[config.mk]
export PLATFORM = sky130hd
export DESIGN_NAME = fhc_codec
export DESIGN_NICKNAME = d
export VERILOG_FILES = /design/src/hdl/fhc_pkg.sv /design/src/hdl/fhc_codec.sv
export SDC_FILE = /design/constraint.sdc
export NUM_CORES = 2
export LEC_CHECK = 0
export BUFFER_PORTS_ARGS = -buffer_cell sky130_fd_sc_hd__buf_2
export CAP_MARGIN = 20
export CORE_ASPECT_RATIO = 1.25
export CORE_MARGIN = 3
export CORE_UTILIZATION = 52
export DETAILED_ROUTE_END_ITERATION = 6
export MAX_ROUTING_LAYER = met4
export PLACE_DENSITY = 0.82
export SLEW_MARGIN = 25
export SYNTH_ARGS = -nofsm -noshare
export SYNTH_HDL_FRONTEND = slang
export SYNTH_SLANG_ARGS = --single-unit
export TNS_END_PERCENT = 10
[constraint.sdc]
create_clock -name pclk -period 31.1 [get_ports pclk]
set_input_delay 6.22 -clock pclk [delete_from_list [all_inputs] [get_ports pclk]]
set_output_delay 6.22 -clock pclk [all_outputs]
set_load 0.01 [all_outputs]
[src/hdl/fhc_pkg.sv]
package fhc_pkg;
    // ------------------------------------------------------------
    // Register map (byte addresses)
    // ------------------------------------------------------------
    localparam logic [7:0] ADDR_CTRL = 8'h00;
    localparam logic [7:0] ADDR_PARAM = 8'h04;
    localparam logic [7:0] ADDR_STATUS = 8'h08;
    localparam logic [7:0] ADDR_DATA = 8'h0c;
    // ------------------------------------------------------------
    // Field positions
    // ------------------------------------------------------------
    localparam int CTRL_METH_LSB = 0;
    localparam int CTRL_DECOMP_BIT = 2;
    localparam int CTRL_WIDTH_LSB = 4;
    localparam int STAT_BUSY_BIT = 0;
    localparam int STAT_DONE_BIT = 1;
    localparam int STAT_OVF_BIT = 2;
    localparam int STAT_WR_LSB = 8;
    localparam int STAT_RD_LSB = 16;
    // ------------------------------------------------------------
    // Methods and block geometry
    // ------------------------------------------------------------
    localparam logic [1:0] METH_BFP = 2'h0;
    localparam logic [1:0] METH_BS = 2'h1;
    localparam logic [1:0] METH_MU = 2'h2;
    localparam int SUBCARRIERS = 12;
    localparam int BLOCK_WORDS = 2 * SUBCARRIERS;
    localparam logic [4:0] LAST_WORD = 5'h17;
    localparam logic [4:0] FULL_WIDTH = 5'h10;
    // ------------------------------------------------------------
    // Arithmetic constants
    // ------------------------------------------------------------
    localparam logic [16:0] MAG_MAX = 17'h07fff;
    localparam logic [16:0] MU_SEG1 = 17'h02000;
    localparam logic [16:0] MU_SEG2 = 17'h04000;
    localparam logic [3:0] MU_SHIFT_MAX = 4'h7;
    localparam logic [7:0] SCALE_UNITY = 8'h80;
    localparam logic [15:0] SCALE_ROUND = 16'h00ff;
    localparam int SCALE_SHIFT = 8;
    localparam int BS_DEC_BIAS = 9;
    localparam logic signed [39:0] MU_SUB2 = 40'sh0000002000;
    localparam logic signed [39:0] MU_SUB3 = 40'sh0000008000;

    typedef enum logic [1:0] {
        ST_IDLE,
        ST_SCAN,
        ST_PARAM,
        ST_CONV
    } fhc_state_t;

    typedef struct packed {
        fhc_state_t st;
        logic [BLOCK_WORDS-1:0][15:0] ibuf;
        logic [BLOCK_WORDS-1:0][31:0] obuf;
        logic [4:0] wr_idx;
        logic [4:0] rd_idx;
        logic [4:0] cnt;
        logic [15:0] maxv;
        logic [15:0] minv;
        logic [1:0] meth;
        logic decomp;
        logic [3:0] width;
        logic [7:0] param;
        logic done;
        logic ovf;
        logic [31:0] prdata;
        logic slverr;
    } fhc_regs_t;
endpackage : fhc_pkg

[src/hdl/fhc_codec.sv]
// Decided for this implementation: the APB interface to the registers and the register offsets.
`timescale 1ns/1ps
`default_nettype none
module fhc_codec
    import fhc_pkg::*;
(
    // Clock, reset, freeze
    input wire logic pclk,
    input wire logic presetn,
    input wire logic ce,
    // APB slave
    input wire logic psel,
    input wire logic penable,
    input wire logic pwrite,
    input wire logic [7:0] paddr,
    input wire logic [31:0] pwdata,
    output logic [31:0] prdata,
    output logic pready,
    output logic pslverr
);
    fhc_regs_t q;
    fhc_regs_t d;
    logic [4:0] wfull;
    logic signed [39:0] lim;
    logic [31:0] conv_out;

    // ------------------------------------------------------------
    // One word of the block through the selected method
    // ------------------------------------------------------------
    function automatic logic [31:0] conv(
        input logic [15:0] x,
        input logic [1:0] m,
        input logic dec,
        input logic [4:0] w,
        input logic [7:0] p
    );
        logic signed [39:0] v;
        logic signed [39:0] lm;
        logic signed [39:0] k;
        logic signed [15:0] s;
        logic [4:0] sh;
        logic [16:0] a;
        logic [23:0] t;
        logic [23:0] off;
        logic [16:0] hq;
        logic [16:0] h3;
        logic [7:0] inv;
        logic neg;
        sh = FULL_WIDTH - w;
        s = $signed(x << sh) >>> sh;
        lm = 40'sd1 <<< (w - 5'd1);
        v = '0;
        k = '0;
        a = '0;
        t = '0;
        off = '0;
        inv = '0;
        neg = 1'b0;
        hq = (w >= 5'd2) ? (17'd1 << (w - 5'd2)) : 17'd0;
        h3 = hq + ((w >= 5'd3) ? (17'd1 << (w - 5'd3)) : 17'd0);
        case (m)
            METH_BFP: begin
                if (dec) begin
                    v = 40'(s) <<< p[3:0];
                end else begin
                    if (p[3:0] != 4'h0)
                        k = 40'sd1 <<< (p[3:0] - 4'h1);
                    v = (40'($signed(x)) + k) >>> p[3:0];
                end
            end
            METH_BS: begin
                if (dec) begin
                    v = $signed({32'h0, p}) * 40'(s);
                    if (w >= 5'd9) begin
                        if (w > 5'd9)
                            k = 40'sd1 <<< (w - 5'd10);
                        v = (v + k) >>> (w - 5'd9);
                    end else begin
                        v = v <<< (5'd9 - w);
                    end
                end else begin
                    inv = SCALE_UNITY / p;
                    v = $signed({32'h0, inv}) * 40'($signed(x));
                    if (sh != 5'd0)
                        v = (v + (40'sd1 <<< (sh - 5'd1))) >>> sh;
                end
            end
            default: begin
                if (dec) begin
                    neg = s[15];
                    a = neg ? 17'(-$signed({s[15], s})) : {1'b0, s};
                    if (a > 17'(lm - 40'sd1))
                        a = 17'(lm - 40'sd1);
                    k = 40'({23'h0, a}) <<< (5'd17 - w);
                    if (a <= hq)
                        k = k >>> 2;
                    else if (a <= h3)
                        k = (k >>> 1) - MU_SUB2;
                    else
                        k = k - MU_SUB3;
                    v = (neg ? -k : k) >>> p[3:0];
                end else begin
                    neg = x[15];
                    a = neg ? 17'({1'b0, ~x} + 17'd1) : {1'b0, x};
                    t = {7'h0, a} << p[3:0];
                    if (t > {7'h0, MAG_MAX})
                        t = {7'h0, MAG_MAX};
                    if (t <= {7'h0, MU_SEG1}) begin
                        t = t << 2;
                    end else if (t <= {7'h0, MU_SEG2}) begin
                        t = t << 1;
                        off = {7'h0, hq} >> 1;
                    end else begin
                        off = {7'h0, hq};
                    end
                    t = ((t >> (5'd16 - w)) + 24'd1) >> 1;
                    k = 40'({16'h0, t + off});
                    v = neg ? -k : k;
                end
            end
        endcase
        if (!dec && v > lm - 40'sd1)
            v = lm - 40'sd1;
        if (!dec && v < -lm)
            v = -lm;
        conv = v[31:0];
    endfunction : conv

    assign wfull = (q.width == 4'h0) ? FULL_WIDTH : {1'b0, q.width};
    assign lim = 40'sd1 <<< (wfull - 5'd1);
    assign conv_out = conv(q.ibuf[q.cnt], q.meth, q.decomp, wfull, q.param);

    // ------------------------------------------------------------
    // Next state
    // ------------------------------------------------------------
    always_comb begin
        logic [15:0] x;
        logic [16:0] mabs;
        logic [15:0] mbs;
        logic [15:0] scale;
        logic [3:0] e;
        d = q;
        x = q.ibuf[q.cnt];
        mabs = '0;
        mbs = '0;
        scale = '0;
        e = '0;
        case (q.st)
            ST_SCAN: begin
                if ($signed(x) > $signed(q.maxv))
                    d.maxv = x;
                if ($signed(x) < $signed(q.minv))
                    d.minv = x;
                d.cnt = q.cnt + 5'd1;
                if (q.cnt == LAST_WORD) begin
                    d.st = ST_PARAM;
                    d.cnt = '0;
                end
            end
            ST_PARAM: begin
                if (!q.decomp) begin
                    case (q.meth)
                        METH_BFP: begin
                            for (int i = 15; i >= 0; i--) begin
                                if (40'($signed(q.maxv)) >>> i < lim
                                    && 40'($signed(q.minv)) >>> i >= -lim)
                                    e = 4'(i);
                            end
                            d.param = {4'h0, e};
                        end
                        METH_BS: begin
                            mbs = q.maxv[15] ? 16'h0 : q.maxv;
                            if (q.minv[15] && ~q.minv > mbs)
                                mbs = ~q.minv;
                            scale = (mbs + SCALE_ROUND) >> SCALE_SHIFT;
                            if (scale == 16'h0)
                                scale = 16'h1;
                            d.param = scale[7:0];
                        end
                        default: begin
                            mabs = q.maxv[15] ? 17'h0 : {1'b0, q.maxv};
                            if (q.minv[15]
                                && 17'(-$signed({1'b1, q.minv})) > mabs)
                                mabs = 17'(-$signed({1'b1, q.minv}));
                            for (int i = 1; i <= 7; i++) begin
                                if (mabs < (17'd1 << (15 - i)))
                                    e = 4'(i);
                            end
                            d.param = {q.width, e};
                        end
                    endcase
                end
                d.st = ST_CONV;
            end
            ST_CONV: begin
                d.obuf[q.cnt] = conv_out;
                d.cnt = q.cnt + 5'd1;
                if (q.cnt == LAST_WORD) begin
                    d.st = ST_IDLE;
                    d.done = 1'b1;
                    d.wr_idx = '0;
                    d.rd_idx = '0;
                end
            end
            default: ;
        endcase
        // --------------------------------------------------------
        // APB: read data latched in setup, effects in access
        // --------------------------------------------------------
        if (psel && !penable) begin
            d.slverr = 1'b0;
            d.prdata = '0;
            if (paddr == ADDR_CTRL) begin
                d.prdata[CTRL_METH_LSB +: 2] = q.meth;
                d.prdata[CTRL_DECOMP_BIT] = q.decomp;
                d.prdata[CTRL_WIDTH_LSB +: 4] = q.width;
            end else if (paddr == ADDR_PARAM) begin
                d.prdata[7:0] = q.param;
            end else if (paddr == ADDR_STATUS) begin
                d.prdata[STAT_BUSY_BIT] = q.st != ST_IDLE;
                d.prdata[STAT_DONE_BIT] = q.done;
                d.prdata[STAT_OVF_BIT] = q.ovf;
                d.prdata[STAT_WR_LSB +: 5] = q.wr_idx;
                d.prdata[STAT_RD_LSB +: 5] = q.rd_idx;
            end else if (paddr == ADDR_DATA) begin
                d.prdata = q.obuf[q.rd_idx];
            end else begin
                d.slverr = 1'b1;
            end
        end
        if (psel && penable && pwrite) begin
            if (paddr == ADDR_CTRL) begin
                // Restarts the block, dropping anything in flight
                d.meth = pwdata[CTRL_METH_LSB +: 2];
                d.decomp = pwdata[CTRL_DECOMP_BIT];
                d.width = pwdata[CTRL_WIDTH_LSB +: 4];
                d.st = ST_IDLE;
                d.wr_idx = '0;
                d.rd_idx = '0;
                d.done = 1'b0;
                d.ovf = 1'b0;
            end else if (paddr == ADDR_PARAM) begin
                d.param = pwdata[7:0];
            end else if (paddr == ADDR_DATA) begin
                if (q.st == ST_IDLE && !q.done) begin
                    d.ibuf[q.wr_idx] = pwdata[15:0];
                    d.wr_idx = q.wr_idx + 5'd1;
                    if (q.wr_idx == LAST_WORD) begin
                        d.st = ST_SCAN;
                        d.cnt = '0;
                        d.maxv = 16'h8000;
                        d.minv = 16'h7fff;
                    end
                end else begin
                    d.ovf = 1'b1;
                end
            end
        end
        if (psel && penable && !pwrite && paddr == ADDR_DATA
            && q.done) begin
            // Draining the last word re-arms the input side
            d.rd_idx = q.rd_idx + 5'd1;
            if (q.rd_idx == LAST_WORD) begin
                d.rd_idx = '0;
                d.done = 1'b0;
            end
        end
    end

    always_ff @(posedge pclk or negedge presetn) begin
        if (!presetn) begin
            q <= '0;
        end else if (ce) begin
            q <= d;
        end
    end

    assign prdata = q.prdata;
    assign pslverr = q.slverr & psel & penable;
    assign pready = 1'b1;
endmodule : fhc_codec
`default_nettype wire

==> Yosys cells after proc, flatten, opt, wreduce, memory -nomap -nowiden <==
Index checks and enable logic that the tools add are counted.
{ "word_totals": {"ff_bits": 1251, "inputBits": 46, "output_inout_bits": 34, "elab_cells": 383} }
{ "classes": {"addsub": 29, "multipliers": 2, "div": 1, "order_cmp": 60, "n_eq_ne": 12, "n_shift": 17, "mux": 146, "bitwise": 6, "n_reduce_logical": 48} }
{ "op_table": {"columns": ["operator", "n"], "rows": [
  ["$mux W386", 4],
  ["$bwmux W768", 1],
  ["$mux W40", 19],
  ["$bwmux W384", 1],
  ["$mux W384", 1],
  ["$mux W24", 11],
  ["$mux W17", 13],
  ["$mux W37", 5],
  ["$bmux W32 S5", 1],
  ["$demux W32 S5", 1],
  ["$mux W32", 5],
  ["$mux W16", 8],
  ["$sshl A2 B5 Y40 const A", 3],
  ["$mux W4", 23],
  ["$add A25 B40 Y40", 2],
  ["$bmux W16 S5", 1],
  ["$demux W16 S5", 1],
  ["$neg A40 Y40", 2],
  ["$pmux W40 S2", 1],
  ["$sshr A40 B4 Y40", 2],
  ["$sshr A40 B5 Y40", 2],
  ["$mux W64", 1],
  ["$mux W5", 12],
  ["$mul A9 B16 Y25", 2],
  ["118 further kinds", 199]
]} }

==> Longest topological paths before layout <==
{ "depth": {"ltp_word": 31, "depth_mapped": 162, "depth_no_buf": 142} }

==> Least setup slack after synthesis <==
No wires, ideal clock.
{ "synth_path": {"path_type": "flip-flop to flip-flop", "start": "register q[35] in the netlist's numbering", "end": "register q[123] in the netlist's numbering", "t_arrival_ns": 29.018, "required_time_ns": 30.950, "path_slack_ns": 1.932, "path_stages_with_launch": 151, "n_path_buf": 30, "path_cell_list": "dfrtp_1 > clkbuf_1 > inv_2 > clkbuf_1 > clkbuf_1 > clkbuf_1 > buf_1 > buf_2 > clkbuf_1 > buf_1 > nor2_1 > nand2_1 > ha_1 > o21ai_1 > clkbuf_1 > nor2_1 > ha_1 > o21ai_0 > [115 not listed] > nand2b_1 > a21oi_1 > nor2b_1 > o21ai_0 > nand2b_1 > a21oi_1 > o211ai_1 > a21oi_1 > nor3_1 > a31o_2 > a21o_1 > a21oi_1 > buf_2 > buf_2 > buf_2 > buf_1 > clkbuf_1 > a41oi_1"} }
{ "synth_between": {"elab_chain_len": 24, "word_cells_on_any_way": 51, "classes_between": "7 x add/sub; 2 x mul; 1 x div; 5 x order compare; 9 x shift; 24 x mux; 3 x reduce/logical"} }
{ "synth_lines": {"columns": ["element", "line_no", "source"], "rows": [
  ["from (decl)", "fhc_codec.sv:21", "fhc_regs_t q;"],
  ["from (signal assigned)", "fhc_codec.sv:272", "q <= '0;"],
  ["from (signal assigned)", "fhc_codec.sv:274", "q <= d;"],
  ["branches (longest 16 deep; another with $add A25 B40 Y40)", null, null],
  ["$pmux W40 S2 *", "fhc_codec.sv:61", "case (m)"],
  ["$gt A40 B40 Y1", "fhc_codec.sv:122", "if (!dec && v > lm - 40'sd1)"],
  ["$logic_and A1 B1 Y1", "fhc_codec.sv:122", null],
  ["$mux W40 *", "fhc_codec.sv:122", null],
  ["$lt A40 B40 Y1", "fhc_codec.sv:124", "if (!dec && v < -lm)"],
  ["$logic_and A1 B1 Y1", "fhc_codec.sv:124", null],
  ["$mux W32 *", "fhc_codec.sv:124", null],
  ["$bwmux W768 *", "fhc_codec.sv:196", "d.obuf[q.cnt] = conv_out;"]
]} }
Every way passes the cells marked *. The select of a mux whose other input is x is not followed.
A chain may end at the register's enable or synchronous reset.

==> Final worst setup path <==
{ "layout_path": {"start": "register q[39] in the netlist's numbering", "end": "register q[160] in the netlist's numbering"} }
{ "layout_between": {"elab_chain_len": 14, "word_cells_on_any_way": 19, "classes_between": "2 x add/sub; 2 x mul; 1 x div; 2 x order compare; 3 x shift; 7 x mux; 2 x reduce/logical"} }
{ "layout_lines": {"columns": ["element", "line_no", "source"], "rows": [
  ["$div A8 B8 Y8", "fhc_codec.sv:82", "inv = SCALE_UNITY / p;"],
  ["$mul A9 B16 Y25", "fhc_codec.sv:83", "v = $signed({32'h0, inv}) * 40'($signed(x));"],
  ["$add A25 B40 Y40", "fhc_codec.sv:85", "v = (v + (40'sd1 <<< (sh - 5'd1))) >>> sh;"],
  ["$sshr A40 B5 Y40", "fhc_codec.sv:85", null],
  ["$mux W40", "fhc_codec.sv:84", "if (sh != 5'd0)"],
  ["$mux W40 *", "fhc_codec.sv:72", "if (dec) begin"],
  ["$pmux W40 S2 *", "fhc_codec.sv:61", null],
  ["$gt A40 B40 Y1", "fhc_codec.sv:122", null],
  ["$logic_and A1 B1 Y1", "fhc_codec.sv:122", null],
  ["$mux W40 *", "fhc_codec.sv:122", null],
  ["$lt A40 B40 Y1", "fhc_codec.sv:124", null],
  ["$logic_and A1 B1 Y1", "fhc_codec.sv:124", null],
  ["$mux W32 *", "fhc_codec.sv:124", null],
  ["$bwmux W768 *", "fhc_codec.sv:196", null]
]} }
Mark *: on every way between the ends. The rest lies on a longest branch, timed or not.

==> flow_metrics.tcl <==
set metrics [dict create \
    post_dp_cell_area_mm2 0.112 \
    synth_edf_count 0 \
    seq_area_frac_synth 0.288 \
    ios 80 \
    slowest_stage "nor3_1" \
    routedWlPerCell_um 28.2 \
    synth_top_cells_by_count "nor2_1 (1449), nand2_1 (1310), dfrtp_1 (1251)" \
    grt_max_degree 183 \
    yosysMostFrequentCell "nor2_1" \
    chipHeight_um 518 \
    hp-class "register to register" \
    viasPerCell 6.78 \
    setup_viol 0 \
    rsz0062_at_grt "no" \
    avgSynthCellArea_um2 8.70 \
    start_util 0.523 \
    netlist_area_mm2 0.109 \
    cts_sinks 1251 \
    met3_length_mm 37.4 \
    period_needed_ns 29.08 \
    drt-met1-wl_mm 158 \
    place.gp.congestion 1.10 \
    cts_tree "done" \
    synth_top_area_cell "dfrtp_1" \
    ys_seq_elements 1251 \
    netlist_instances 12500 \
    rows 187 \
    synth_area_leaders "dfrtp_1 (29%), ha_1 (8.8%), mux4_2 (5.9%)" \
    rr_worst_depth 126 \
    dieArea_mm2 0.215 \
    die_w_um 415 \
    violations "DRC" \
    cpPeakStageDelay_ns 0.61 \
    num_vias 102000 \
    critPathMostFrequentCell "o21ai_0" \
    port_buffers 62 \
    worst_ep_required_time_ns 31.76 \
    finClkSkew_ns 0.0795 \
    tightest_slew_ns 1.23 \
    slew_violations 0 \
    finalHoldViolCount 0 \
    yosys_warnings 0 \
    grt_pass1_vias 98800 \
    status "finished with violations" \
    worstHoldPathCells 2 \
    grt.overflow.total 0 \
    stdcell_area_mm2 0.117 \
    maxCapViolCount 0 \
    fin_nets 13200 \
    route.detailed.drc 3 \
    wl_met2_mm 191 \
    drt_iter0_markers 11900 \
    period_share 0.935 \
    crit_type "register to register" \
    first_pass_iters 7 \
    cp-start-kind "register" \
    drt-total-wl_mm 423 \
    holdBufCountCts 0 \
    relSlewSlack 0.173 \
    path_max_fanout 24 \
    antenna_found_initial 23 \
    grt_usage 0.391 \
    clk_pin_slew_ns 0.07 \
    clockRootBuffer "clkbuf_16" \
    synth-main-ff-cell "dfrtp_1" \
    cts_buffer_depth 3 \
    setup_tns_ns 0 \
    numCtsBuffers 108 \
    clkLatencyLatePin_ns 0.76 \
    htree_levels 3 \
    top_layer_used "met4" \
    synthArstFlopShare 1.00 \
    arrival_ns 29.74 \
    coreArea_mm2 0.208 \
    dp_hpwl_mm 307 \
    max_clock_freq_mhz 34.4 \
    synth.top_cell.area_share 0.288 \
    ant_nets 0 \
    cp-end-kind "register" \
    grt_pass1_wl_mm 625 \
    drive_above_1_share 0.136 \
    area_delta_synth_final_pct 7.05 \
    synth.distinct_cells 119 \
]
==> routing by layer <==
metal | track usage | vias up
li1 | - | 44500
met1 | 0.469 | 49500
met2 | 0.600 | 5914
met3 | 0.0626 | 1637
met4 | 0.278 | 0
met5 | - | -
==> worst max-delay path: cells and delay by family (launching register included) <==
| family | cells | cell delay (ns) |
|---|---|---|
| AO/OA/AOI/OAI | 69 | 14.35 |
| XOR/XNOR | 1 | 0.32 |
| buffers and inverters | 13 | 2.48 |
| multiplexers | 2 | 0.50 |
| AND/OR/NAND/NOR | 26 | 5.24 |
| flip-flops | 1 | 0.58 |
| adder cells (fa/ha/maj) | 15 | 5.45 |
==> per-stage QoR <==
stage / setup WS (ns) / instances / util / hold WS (ns)
final: 2.02 / 15000 / 0.560 / 0.473
after global routing: 0.0991 / 15000 / 0.560 / 0.494
after CTS: 0.803 / 14900 / 0.557 / 0.475
after detailed placement: 0.955 / 14700 / 0.539 / 0.460
after global placement: 1.17 / 14700 / 0.538 / 0.454
after floorplan: 1.93 / 12500 / - / 0.443
==> cell families after synthesis <==
family / after synthesis / synth area share
and+or+nand+nor: 3916 / 0.161
other: 2 / 0.0000690
buffers and inverters: 1462 / 0.0536
DFF: 1251 / 0.288
AOI/OAI and AO/OA: 3425 / 0.200
muxes: 1171 / 0.146
xor gates and xnor gates: 313 / 0.0252
adders and majority gates: 978 / 0.127
==> layout by cell type, fill, tap and decap left out, types with 56 or more instances in the layout <==
| cell | count |
|---|---|
| xor2_1 | 75 |
| nor3_1 | 159 |
| o211ai_1 | 81 |
| a211oi_1 | 115 |
| dfrtp_1 | 1239 |
| o21ai_1 | 60 |
| nand3_1 | 180 |
| clkbuf_16 | 108 |
| o31ai_1 | 141 |
| nor2b_1 | 102 |
| o22ai_1 | 167 |
| and3_1 | 78 |
| o21ai_0 | 811 |
| fa_1 | 209 |
| mux2i_1 | 429 |
| buf_4 | 318 |
| nand2b_1 | 130 |
| nor2_1 | 1391 |
| a22oi_1 | 56 |
| nand4_1 | 128 |
| ha_1 | 765 |
| buf_2 | 65 |
| a21o_1 | 122 |
| mux2_2 | 455 |
| o21a_1 | 102 |
| a21oi_1 | 905 |
| inv_1 | 529 |
| xnor2_1 | 231 |
| mux4_2 | 285 |
| a31oi_1 | 226 |
| and2_1 | 95 |
| nand2_1 | 1283 |
==> path summary, 6_finish.rpt <==
path,startpoint,to,slack [ns]
worst min-delay path,q[841],q[841],0.47
worst max register to register,q[39],q[160],2.02
max in group asynchronous,presetn,q[1209],21.89
worst max-delay path,q[39],q[160],2.02
worst min register to register,q[841],q[841],0.47
min in group asynchronous,presetn,q[790],5.43
==> registers in the layout (all words and copies together) (netlist names) <==
signal  flops
q        1219
prdata     32
==> final cells by class <==
| cell class | count | area, um2 |
|---|---|---|
| antenna | 27 | 67.6 |
| sequential | 1251 | 31300 |
| clock inverter | 38 | 667 |
| clock buffer | 156 | 3140 |
| multi-input combinational | 9810 | 72600 |
| tap | 2740 | 3430 |
| fill | 18000 | 91500 |
| timing repair buffer | 407 | 3200 |
| inverter | 552 | 2080 |
==> repair_timing <==
action	in CTS	in global routing
endpoints found under the setup margin	0	768
gates resized for setup	0	38
setup buffers	0	4
Power is not shown: default switching activity piles up to over one toggle a cycle in this logic, so the estimate is an artifact.
